### config.mk
export PLATFORM = sky130hd
export DESIGN_NAME = afzt_top
export DESIGN_NICKNAME = d
export VERILOG_FILES = /design/src/afzt_pkg.sv /design/src/afzt_cur_cond.sv /design/src/afzt_top.sv
export VERILOG_INCLUDE_DIRS = /design/src /design/src/src
export SDC_FILE = /design/constraint.sdc
export NUM_CORES = 1
export LEC_CHECK = 0
export BUFFER_PORTS_ARGS = -buffer_cell sky130_fd_sc_hd__buf_2
export CAP_MARGIN = 25
export CORE_MARGIN = 10
export CORE_UTILIZATION = 60
export CTS_CLUSTER_DIAMETER = 60
export DETAILED_ROUTE_END_ITERATION = 7
export HOLD_SLACK_MARGIN = 0.03
export PLACE_DENSITY = 0.83
export SYNTH_ARGS = -nofsm -noshare
export SYNTH_HDL_FRONTEND = slang
export SYNTH_SLANG_ARGS = --single-unit
### constraint.sdc
create_clock -name pclk -period 3.96 [get_ports pclk]
set_input_delay 0.396 -clock pclk [delete_from_list [all_inputs] [get_ports pclk]]
set_output_delay 0.396 -clock pclk [all_outputs]
set_load 0.03 [all_outputs]
### src/afzt_regs.svh
`ifndef AFZT_REGS_SVH
`define AFZT_REGS_SVH
// register byte offsets
`define AFZT_OFF_ZONE_EN     12'h000
`define AFZT_OFF_LIGHT_EN    12'h004
`define AFZT_OFF_PRESS_EN    12'h008
`define AFZT_OFF_CURR_CFG    12'h00C
`define AFZT_OFF_SENS_CFG    12'h010
`define AFZT_OFF_LIMITS      12'h014
`define AFZT_OFF_STATUS      12'h018
`define AFZT_OFF_FAULTS      12'h01C
// field positions
`define AFZT_CC_PH_EN_LSB    0
`define AFZT_CC_RES_EN_LSB   4
`define AFZT_CC_RES_SEL_LSB  8
`define AFZT_CC_TEST_PULSE   10
`define AFZT_CC_NSAMP_LSB    16
`define AFZT_LIM_RES_LSB     16
`define AFZT_SC_UNITS_LSB    8
// reset values
`define AFZT_RST_ZERO        32'h0000_0000
`define AFZT_RST_LIMITS      32'h0078_0078
`define AFZT_RST_NSAMP       4'h1
// timing
`define AFZT_SAMPLE_MS       5
`define AFZT_CLK_HZ          10000000
`define AFZT_SAMPLE_CYC      ((`AFZT_SAMPLE_MS * `AFZT_CLK_HZ) / 1000)
`endif

### src/afzt_pkg.sv
`default_nettype none
package afzt_pkg;
    typedef struct packed {
        logic [3:0] light;
        logic [3:0] press;
    } afzt_sens_t;
    typedef struct packed {
        logic [15:0] ph_a;
        logic [15:0] ph_b;
        logic [15:0] ph_c;
        logic [15:0] res_one;
        logic [15:0] res_two;
    } afzt_samp_t;
    typedef enum logic [1:0] {
        AFZT_RES_NONE = 2'h0,
        AFZT_RES_ONE = 2'h1,
        AFZT_RES_TWO = 2'h3
    } afzt_res_sel_t;
endpackage
`default_nettype wire

### src/afzt_cur_cond.sv
`timescale 1ns/1ps
`default_nettype none
// counts consecutive over-limit samples; condition holds once count reached
module afzt_cur_cond
#(
    parameter int CNT_W = 4
)
(
    // clock and reset
    input wire logic pclk,
    input wire logic presetn,
    // sample strobe and comparison
    input wire logic tick,
    input wire logic over,
    input wire logic [CNT_W-1:0] need,
    // result
    output logic active
);
    logic [CNT_W-1:0] cnt_r;

    always_ff @(posedge pclk or negedge presetn)
    begin
        if (!presetn)
            cnt_r <= '0;
        else if (tick)
        begin
            if (!over)
                cnt_r <= '0;
            else if (cnt_r != {CNT_W{1'b1}})
                cnt_r <= cnt_r + 1'b1;
        end
    end

    // zero required treated as one; extra bit stops saturated count wrapping
    assign active = over &&
        (({1'b0, cnt_r} + 1'b1) >= {1'b0, need});
endmodule
`default_nettype wire

### src/afzt_top.sv
// How it works
// - four channels, zero to three sensors each
// - per-channel light detected output
// - per-channel pressure detected output
// - binary input indication while energized
// - phase and residual start above limit
// - phase and residual blocked when inhibited
// - zone trips on light, plus current if enabled
// - blocked zone shows blocked, not trip
// - sensor fault on count mismatch
// - io unit fault on unit count mismatch
// - enabled current needed alongside light
// - current condition after required sample count
// - phase, residual or both selectable
// - five current channels sampled every 5 ms
// - test pulse setting masks binary input
// - per-zone enable, per-zone channel light enables
// - per-zone channel pressure enables
// - sensor count per channel, default zero
// - four zones, all disabled at reset
//
// The placing of the registers and the APB interface to the registers were decided locally.
`timescale 1ns/1ps
`default_nettype none
`include "afzt_regs.svh"
module afzt_top
    import afzt_pkg::*;
#(
    parameter int NCH = 4,
    parameter int NZONE = 4,
    parameter int SAMPLE_CYC = `AFZT_SAMPLE_CYC,
    parameter int NSAMP_W = 4
)
(
    // apb
    input wire logic pclk,
    input wire logic presetn,
    input wire logic psel,
    input wire logic penable,
    input wire logic pwrite,
    input wire logic [11:0] paddr,
    input wire logic [31:0] pwdata,
    output logic [31:0] prdata,
    output logic pready,
    output logic pslverr,
    // sensor channels
    input wire afzt_sens_t sens,
    input wire logic [1:0] sens_count_0,
    input wire logic [1:0] sens_count_1,
    input wire logic [1:0] sens_count_2,
    input wire logic [1:0] sens_count_3,
    input wire logic [3:0] io_unit_count,
    input wire logic arc_binary_input_one,
    input wire logic test_pulse,
    // current samples and blocking
    input wire afzt_samp_t samp,
    input wire logic block_ph,
    input wire logic block_res,
    input wire logic [3:0] block_zone,
    // indications
    output logic [3:0] light_det_r,
    output logic [3:0] press_det_r,
    output logic arc_bin_ind_r,
    output logic ph_start_r,
    output logic res_start_r,
    output logic ph_blocked_r,
    output logic res_blocked_r,
    output logic [3:0] zone_trip_r,
    output logic [3:0] zone_blocked_r,
    output logic [3:0] sens_fault_r,
    output logic io_unit_fault_r
);
    // refuse counts and widths the fixed register map cannot serve
    if (NCH != 4 || NZONE != 4 || SAMPLE_CYC < 1 || NSAMP_W < 1 ||
        NSAMP_W > 16)
    begin : g_bad_param
        $error("afzt_top: unsupported parameters");
    end

    // configuration
    logic [3:0] zone_en_r;
    logic [15:0] light_en_r;
    logic [15:0] press_en_r;
    logic [31:0] curr_cfg_r;
    logic [31:0] sens_cfg_r;
    logic [31:0] limits_r;

    logic acc_wr;
    assign acc_wr = psel && penable && pwrite && pready;

    // writes land at the access edge, where the master sees pready
    // a setup-edge write would land before the transfer is complete
    always_ff @(posedge pclk or negedge presetn)
    begin
        if (!presetn)
        begin
            zone_en_r <= 4'h0;
            light_en_r <= 16'h0000;
            press_en_r <= 16'h0000;
            curr_cfg_r <= `AFZT_RST_ZERO;
            sens_cfg_r <= `AFZT_RST_ZERO;
            limits_r <= `AFZT_RST_LIMITS;
        end
        else if (acc_wr)
        begin
            unique case (paddr)
                `AFZT_OFF_ZONE_EN: zone_en_r <= pwdata[3:0];
                `AFZT_OFF_LIGHT_EN: light_en_r <= pwdata[15:0];
                `AFZT_OFF_PRESS_EN: press_en_r <= pwdata[15:0];
                `AFZT_OFF_CURR_CFG: curr_cfg_r <= pwdata;
                `AFZT_OFF_SENS_CFG: sens_cfg_r <= pwdata;
                `AFZT_OFF_LIMITS: limits_r <= pwdata;
                default: ;
            endcase
        end
    end

    function automatic logic addr_ok(input logic [11:0] a);
        addr_ok = (a <= `AFZT_OFF_FAULTS) && (a[1:0] == 2'h0);
    endfunction

    always_ff @(posedge pclk or negedge presetn)
    begin
        if (!presetn)
        begin
            pready <= 1'b0;
            pslverr <= 1'b0;
            prdata <= 32'h0000_0000;
        end
        else
        begin
            pready <= psel && !penable;
            pslverr <= psel && !penable && !addr_ok(paddr);
            prdata <= 32'h0000_0000;
            if (psel && !penable && !pwrite)
            begin
                unique case (paddr)
                    `AFZT_OFF_ZONE_EN: prdata <= {28'h0, zone_en_r};
                    `AFZT_OFF_LIGHT_EN: prdata <= {16'h0, light_en_r};
                    `AFZT_OFF_PRESS_EN: prdata <= {16'h0, press_en_r};
                    `AFZT_OFF_CURR_CFG: prdata <= curr_cfg_r;
                    `AFZT_OFF_SENS_CFG: prdata <= sens_cfg_r;
                    `AFZT_OFF_LIMITS: prdata <= limits_r;
                    `AFZT_OFF_STATUS: prdata <= {11'h000, zone_blocked_r,
                        zone_trip_r, res_blocked_r, ph_blocked_r,
                        res_start_r, ph_start_r, arc_bin_ind_r,
                        press_det_r, light_det_r};
                    `AFZT_OFF_FAULTS: prdata <= {27'h0, io_unit_fault_r,
                        sens_fault_r};
                    default: prdata <= 32'h0000_0000;
                endcase
            end
        end
    end

    // sample time base
    // 32-bit counter so a full 5 ms span fits at any sane clock
    logic [31:0] tb_cnt_r;
    logic tick;
    assign tick = (tb_cnt_r == 32'(SAMPLE_CYC - 1));

    always_ff @(posedge pclk or negedge presetn)
    begin
        if (!presetn)
            tb_cnt_r <= 32'h0000_0000;
        else if (tick)
            tb_cnt_r <= 32'h0000_0000;
        else
            tb_cnt_r <= tb_cnt_r + 32'h0000_0001;
    end

    // samples latched each 5 ms tick
    afzt_samp_t samp_r;
    always_ff @(posedge pclk or negedge presetn)
    begin
        if (!presetn)
            samp_r <= '0;
        else if (tick)
            samp_r <= samp;
    end

    logic [15:0] ph_lim;
    logic [15:0] res_lim;
    logic [1:0] res_sel;
    logic [NSAMP_W-1:0] need;
    assign ph_lim = limits_r[15:0];
    assign res_lim = limits_r[`AFZT_LIM_RES_LSB +: 16];
    assign res_sel = curr_cfg_r[`AFZT_CC_RES_SEL_LSB +: 2];
    assign need = curr_cfg_r[`AFZT_CC_NSAMP_LSB +: NSAMP_W];

    logic ph_over;
    logic res_over;
    assign ph_over = (samp_r.ph_a > ph_lim) || (samp_r.ph_b > ph_lim) ||
        (samp_r.ph_c > ph_lim);
    // residual channel picked by selection; none never picks up
    always_comb
    begin
        unique case (afzt_res_sel_t'(res_sel))
            AFZT_RES_ONE: res_over = samp_r.res_one > res_lim;
            AFZT_RES_TWO: res_over = samp_r.res_two > res_lim;
            default: res_over = 1'b0;
        endcase
    end

    // one counter per current family keeps their runs independent
    logic ph_cond;
    logic res_cond;
    afzt_cur_cond #(.CNT_W(NSAMP_W)) u_ph_cond
    (
        .pclk(pclk),
        .presetn(presetn),
        .tick(tick),
        .over(ph_over),
        .need(need),
        .active(ph_cond)
    );
    afzt_cur_cond #(.CNT_W(NSAMP_W)) u_res_cond
    (
        .pclk(pclk),
        .presetn(presetn),
        .tick(tick),
        .over(res_over),
        .need(need),
        .active(res_cond)
    );

    logic [1:0] sens_count [NCH];
    assign sens_count[0] = sens_count_0;
    assign sens_count[1] = sens_count_1;
    assign sens_count[2] = sens_count_2;
    assign sens_count[3] = sens_count_3;

    // indications and faults follow inputs, updated every cycle
    always_ff @(posedge pclk or negedge presetn)
    begin
        if (!presetn)
        begin
            light_det_r <= 4'h0;
            press_det_r <= 4'h0;
            arc_bin_ind_r <= 1'b0;
            sens_fault_r <= 4'h0;
            io_unit_fault_r <= 1'b0;
            ph_start_r <= 1'b0;
            res_start_r <= 1'b0;
            ph_blocked_r <= 1'b0;
            res_blocked_r <= 1'b0;
        end
        else
        begin
            light_det_r <= sens.light;
            press_det_r <= sens.press;
            // wiring test pulses must not look like an energized input
            arc_bin_ind_r <= arc_binary_input_one && !(test_pulse &&
                curr_cfg_r[`AFZT_CC_TEST_PULSE]);
            for (int c = 0; c < NCH; c++)
                sens_fault_r[c] <= sens_count[c] !=
                    sens_cfg_r[2*c +: 2];
            io_unit_fault_r <= io_unit_count !=
                sens_cfg_r[`AFZT_SC_UNITS_LSB +: 4];
            ph_start_r <= ph_cond && !block_ph;
            res_start_r <= res_cond && !block_res;
            ph_blocked_r <= ph_cond && block_ph;
            res_blocked_r <= res_cond && block_res;
        end
    end

    // zone decision
    // zones ignore block_ph and block_res; only block_zone holds one back
    genvar z;
    generate
        for (z = 0; z < NZONE; z++)
        begin : g_zone
            logic src;
            logic ph_ok;
            logic res_ok;
            logic meet;
            assign src = |((sens.light & light_en_r[4*z +: 4]) |
                (sens.press & press_en_r[4*z +: 4]));
            assign ph_ok = !curr_cfg_r[`AFZT_CC_PH_EN_LSB + z] ||
                ph_cond;
            assign res_ok = !curr_cfg_r[`AFZT_CC_RES_EN_LSB + z] ||
                res_cond;
            assign meet = zone_en_r[z] && src && ph_ok && res_ok;

            always_ff @(posedge pclk or negedge presetn)
            begin
                if (!presetn)
                begin
                    zone_trip_r[z] <= 1'b0;
                    zone_blocked_r[z] <= 1'b0;
                end
                else
                begin
                    zone_trip_r[z] <= meet && !block_zone[z];
                    zone_blocked_r[z] <= meet && block_zone[z];
                end
            end
        end
    endgenerate
endmodule
`default_nettype wire

* Yosys cells after proc, flatten, opt, wreduce, memory -nomap -nowiden *
Cells that the tools add are included.

storage, ports and cells
  flip-flop bits (word level) = 312
  input port bits = 157
  output and inout port bits = 60
  logic and storage cells = 163

cells by class
  add/subtract/negate cells = 5
  magnitude comparators = 8
  equal/unequal tests = 19
  muxes and demuxes = 8
  bitwise gates (word level) = 12
  reduce and logical (&&, ||, !) cells = 77

operator list
  kind                                                                               count
  32-bit one-hot mux with 8 select lines                                             1
  16-bit greater-than comparator                                                     5
  32-bit two-way mux                                                                 2
  12-bit by 5-bit equality test with 1-bit output, second input constant             4
  1-bit logical AND                                                                  35
  32-bit by 1-bit adder with 32-bit output, second input constant                    1
  4-bit bitwise AND                                                                  8
  32-bit by 16-bit equality test with 1-bit output, second input constant            1
  12-bit by 4-bit equality test with 1-bit output, second input constant             2
  1-bit logical NOT                                                                  18
  4-bit two-way mux                                                                  4
  4-bit bitwise OR                                                                   4
  2-bit AND reduction                                                                8
  4-bit OR reduction                                                                 4
  12-bit by 3-bit equality test with 1-bit output, second input constant             1
  12-bit by 5-bit less-or-equal comparator with 1-bit output, second input constant  1
  12-bit logical NOT                                                                 1
  4-bit by 1-bit adder with 5-bit output, second input constant                      2
  5-bit by 4-bit greater-or-equal comparator with 1-bit output                       2
  1-bit logical OR                                                                   10
  4-bit by 1-bit adder with 4-bit output, second input constant                      2
  2-bit != test                                                                      4
  4-bit != test, second input constant                                               2
  2-bit != test, second input constant                                               2
  5 further kinds                                                                    5

* Logic depth before layout (Yosys ltp) *
  depth after elaboration = 8
  mapped depth = 10
  gate-level depth less buffers = 9

* Cells and area by module *
A second synthesis with hierarchy kept.

second synthesis, totals
  cell total of the unflattened synthesis = 1235
  area, all modules = 14949.3 µm²

modules (own cells, without submodules)
  module         instances  cells an instance  area an instance (µm²)  seq. area each (µm²)
  afzt_top       1          1163               14321.2                 7617.3
  afzt_cur_cond  2          36                 314.1                   100.1

* Worst setup path after synthesis *
Ideal clock, no wire load.

  path type = register -> register
  start point = register limits_r[22]
  end point = register zone_blocked_r[0]
  library setup time = 0.104 ns
  data arrival time = 2.312 ns
  required time = 3.856 ns
  setup slack = 1.545 ns
  cell stages (with the launch flop) = 10
  path buffers = 0
  clock period less this slack = 2.415 ns
  path through = dfstp_2 inv_1 ha_1 nand4_1 or3_1 a21oi_1 nor4b_1 o41ai_4 o31ai_2 a221oi_1

on the way
  word-level cells in the longest chain between the ends = 6
  elaborated cells between the ends (all ways) = 7
  classes of those cells = order compare: 2; mux: 1; reduce/logical: 4

RTL lines
  what                                                      line                              text
  from (decl)                                               afzt_top.sv:86                    logic [31:0] limits_r;
  from (signal assigned)                                    afzt_top.sv:102                   limits_r <= `AFZT_RST_LIMITS;
  from (signal assigned)                                    afzt_top.sv:112                   `AFZT_OFF_LIMITS: limits_r <= pwdata;
  16-bit greater-than comparator, on equally long branches  afzt_top.sv:200, afzt_top.sv:199
  1-bit one-hot mux with 2 select lines *                   afzt_top.sv:198                   unique case (afzt_res_sel_t'(res_sel))
  1-bit logical AND *                                       afzt_cur_cond.sv:35               assign active = over &&
  1-bit logical OR *                                        afzt_top.sv:281                   assign res_ok = !curr_cfg_r[`AFZT_CC_RES_EN_LSB + z] ||
  1-bit logical AND *                                       afzt_top.sv:283                   assign meet = zone_en_r[z] && src && ph_ok && res_ok;
  1-bit logical AND *                                       afzt_top.sv:295                   zone_blocked_r[z] <= meet && block_zone[z];
  to (signal, indexed assignment)                           afzt_top.sv:295
  to (decl)                                                 afzt_top.sv:69                    output logic [3:0] zone_blocked_r,

Mark *: on every way between the ends. The rest lies on a longest branch, timed or not.
A chain may end at the register's enable or synchronous reset.

* Worst setup path after layout *
  start point = register limits_r[30]
  end point = register zone_blocked_r[3]

The elaborated chain is that of the path after synthesis.

==> results.py <==
metrics = {
    "outcome": {
        "status": "finished, final reports clean",
    },
    "timing": {
        "tightest_slew_ns": 1.074,
        "clock_skew_ns": 0.01525,
        "rsz0062_at_grt": "false",
        "hold_viol_final": 0,
        "fin_crit_ns": 3.157,
        "relSlewSlack_pct": 27.96,
        "slew_viol_final": 0,
        "period_share_pct": 79.72,
        "fmax_mhz": 316.8,
        "finalSetupViolations": 0,
        "tns_ns": 0,
    },
    "power_and_ir_drop": {
        "power-per-cell-area_nw_per_um2": 382.5,
        "p_clk_share_pct": 48.1,
        "ir_drop_mv": 0.2726,
        "p_sw_w": 0.001406,
        "power.total_w": 0.006601,
        "comb_power_share_pct": 3.4,
        "seqPwrFrac_pct": 48.5,
        "intPower_w": 0.005195,
        "p_leak_nw": 8.930,
        "sw_frac_of_total_pct": 21.30,
    },
    "critical_path": {
        "required_ns": 4.32,
        "cp_data_arrival_time_ns": 3.52,
        "reg2reg_slack_ns": 0.80,
        "cp-start-kind": "register",
        "r2r_cells": 9,
        "r2r_start": "limits_r[30]$_DFFE_PN0P_",
        "reg2reg_to": "zone_blocked_r[3]$_DFF_PN0_",
        "path_class": "register to register",
        "cp-end-kind": "register",
        "critical_path.max_fanout": 10,
    },
    "global_route": {
        "antenna_found_initial": 5,
        "grt_pass1_wl_um": 62130,
        "grt_usage_pct": 24.76,
        "grt_max_degree": 109,
        "first_global_vias": 11480,
        "grt_overflow": 0,
    },
    "synth": {
        "synth.area.top_cells": "dfrtp_1 (52%), mux2_2 (10%), ha_1 (7.7%)",
        "synth-edff-count": 0,
        "yosysUniqueCellTypes": 56,
        "synth_cells": 1213,
        "synth_seq_area_share_pct": 53.06,
        "synthesis.area_um2": 14730,
        "synth-seq-cells": 312,
        "ys_warn_count": 0,
        "synthFlopType": "dfrtp_1",
        "synthArstFlopShare_pct": 100.0,
        "synth.top_cell.area_share_pct": 51.63,
        "syn_area_per_cell_um2": 12.15,
        "synth_top_cell_by_area": "dfrtp_1",
        "synth_nets": 1461,
    },
    "drt": {
        "wl_um": 39450,
        "ant_nets": 0,
        "top_layer_used": "met4",
        "detail_route.vias_per_cell": 6.194,
        "drc": 0,
        "drt-wirelength-per-cell_um": 22.08,
        "drt-met1-wl_um": 15560,
        "drt_iter0_markers": 1186,
        "drt_pass1_iterations": 8,
        "vias": 11070,
        "wl_met2_um": 19180,
        "met3_length_um": 3517,
    },
    "placement": {
        "placed_cell_area_um2": 16110,
        "io_buffers": 216,
        "dp_hpwl_um": 27550,
        "gp_congestion": 0.8861,
    },
    "floorplanning": {
        "core_um2": 24250,
        "ioPinCount": 217,
        "start_util_pct": 60.76,
        "rows": 57,
        "fp.dieW_um": 176.7,
        "dieArea_um2": 31220,
        "die_h_um": 176.7,
    },
    "clock_tree": {
        "h-tree-depth": 2,
        "clk_transition_reported_paths_ns": 0.06,
        "cts_buffers": 34,
        "numClockSinks": 312,
        "cts_tree": "yes",
        "clock_latency_ns": 0.51,
        "clockRootBuffer": "clkbuf_16",
        "cts_buffer_depth": 3,
        "post_cts.repair.setup_buffers": 0,
    },
    "min_path": {
        "hp-start": "block_ph",
        "min_to": "ph_start_r$_DFF_PN0_",
        "whs_path_depth": 2,
        "hold_path.class": "primary input to register",
    },
    "layout": {
        "drive_gt1_share_pct": 30.20,
        "area_growth_pct": 17.15,
        "stdcell_area_um2": 17260,
        "layout.nets": 1681,
    },
    "job": {
        "drv_cap": 0,
    },
}
## metrics by stage
step / cells / hold WS [ns] / setup WS [ns] / utilization, %
2_1_floorplan: 1213 / 0.1004 / 1.545 / -
3_3_place_gp: 1720 / 0.4470 / 0.9934 / 66.42
3_5_place_dp: 1720 / 0.4545 / 0.8985 / 66.42
4_1_cts: 1781 / 0.04348 / 0.8611 / 71.11
5_1_grt: 1786 / 0.05172 / 0.5851 / 71.17
6_report: 1787 / 0.05954 / 0.8032 / 71.18
## cells in the mapped netlist (8+ instances only)
| cell type | count |
|---|---|
| and3_1 | 12 |
| nor3_1 | 8 |
| nand3_1 | 31 |
| clkbuf_1 | 14 |
| a222oi_1 | 12 |
| mux2_2 | 132 |
| ha_1 | 91 |
| a221oi_1 | 14 |
| xor2_1 | 9 |
| a31oi_1 | 18 |
| nand2_1 | 77 |
| dfrtp_1 | 304 |
| xnor2_1 | 37 |
| a21oi_1 | 45 |
| inv_1 | 50 |
| a22oi_1 | 69 |
| o21ai_0 | 57 |
| nor2_1 | 43 |
| buf_2 | 21 |
| mux2_1 | 41 |
| nand4_1 | 31 |
| dfstp_2 | 8 |
| buf_6 | 8 |
## final cells by class
class                           count  area [µm²]
Timing Repair Buffer              230        1236
Sequential cell                   312        7818
Inverter                           54       202.7
Clock inverter                      9       101.3
Tap cell                          324       405.4
Multi-Input combinational cell    801        6455
Clock buffer                       51        1026
Antenna cell                        6       15.01
Fill cell                        1651        6989
## state kept, by name, indices dropped and copies added (netlist names), 4 cells and up
signal	flops
curr_cfg_r	32
u_res_cond.cnt_r	4
zone_trip_r	4
light_det_r	4
zone_en_r	4
sens_cfg_r	32
zone_blocked_r	4
prdata	32
samp_r	80
u_ph_cond.cnt_r	4
limits_r	32
sens_fault_r	4
press_en_r	16
tb_cnt_r	32
light_en_r	16
press_det_r	4
## worst max path at each step
stage	from	end	slack [ns]
after global routing	limits_r[27]$_DFFE_PN0P_	zone_blocked_r[3]$_DFF_PN0_	0.59
final	limits_r[30]$_DFFE_PN0P_	zone_blocked_r[3]$_DFF_PN0_	0.80
after detailed placement	limits_r[21]$_DFFE_PN1P_	zone_blocked_r[3]$_DFF_PN0_	0.90
after CTS	limits_r[30]$_DFFE_PN0P_	zone_blocked_r[3]$_DFF_PN0_	0.86
after floorplan	limits_r[22]$_DFFE_PN1P_	zone_blocked_r[0]$_DFF_PN0_	1.54
after global placement	limits_r[21]$_DFFE_PN1P_	zone_blocked_r[3]$_DFF_PN0_	0.99
## logic make-up (layout without fill, tap and decap cells)
group	count (synthesis)	count (layout)	synth area share [%]
muxes	173	173	13.22
and+or+nand+nor	248	248	8.960
AOI/OAI and AO/OA	243	243	11.11
buffers and inverters	100	344	3.185
DFF	312	312	53.06
xor gates and xnor gates	46	46	2.735
other	0	6	0
adders and majority gates	91	91	7.728
## power by group through the flow
stage | registers, W | clock network (W) | logic (W)
3_5_place_dp | 0.00326 | 0 | 0.000226
3_3_place_gp | 0.00326 | 0 | 0.000222
6_report | 0.00320 | 0.00317 | 0.000225
5_1_grt | 0.00320 | 0.00334 | 0.000247
4_1_cts | 0.00320 | 0.00321 | 0.000229
2_1_floorplan | 0.00328 | 0 | 0.0000162
## placed cells by master (no fill, tap or decap), drive strengths merged, types with 3 or more instances in the layout
master	count
dfrtp	304
buf	229
mux2	173
ha	91
nand2	77
a22oi	69
o21ai	57
inv	55
clkbuf	51
nor2	47
a21oi	45
xnor2	37
nand3	31
nand4	31
a31oi	18
a221oi	14
and3	12
a222oi	12
xor2	9
nor3	9
dfstp	8
nor4	8
nor2b	7
diode	6
nand3b	5
a22o	5
and4	5
clkinv	5
o211ai	4
a21o	4
or4	4
and2	3
a21boi	3
a211oi	3
o41ai	3
## repair_timing
item                                   in CTS  in global routing
hold buffers                                1                  0
endpoints found under the hold margin      93                  0
resized for setup                           0                  0
## layer usage
metal,vias up,global-route usage (%)
met5,-,0
met4,0,9.072
met3,82,5.633
met2,549,41.40
met1,5521,30.92
li1,4917,-
## worst max-delay path, cell delays in order (launching register included)
cell and delay, ns:
dfrtp_1 0.37, inv_1 0.10, ha_1 0.32, nand4_1 0.20, or3_1 0.43, a21oi_1 0.15, nor4b_1 0.10, o41ai_4 0.51
o31ai_2 0.36, a221oi_1 0.47
No activity file was read; power rests on OpenSTA's default activity.
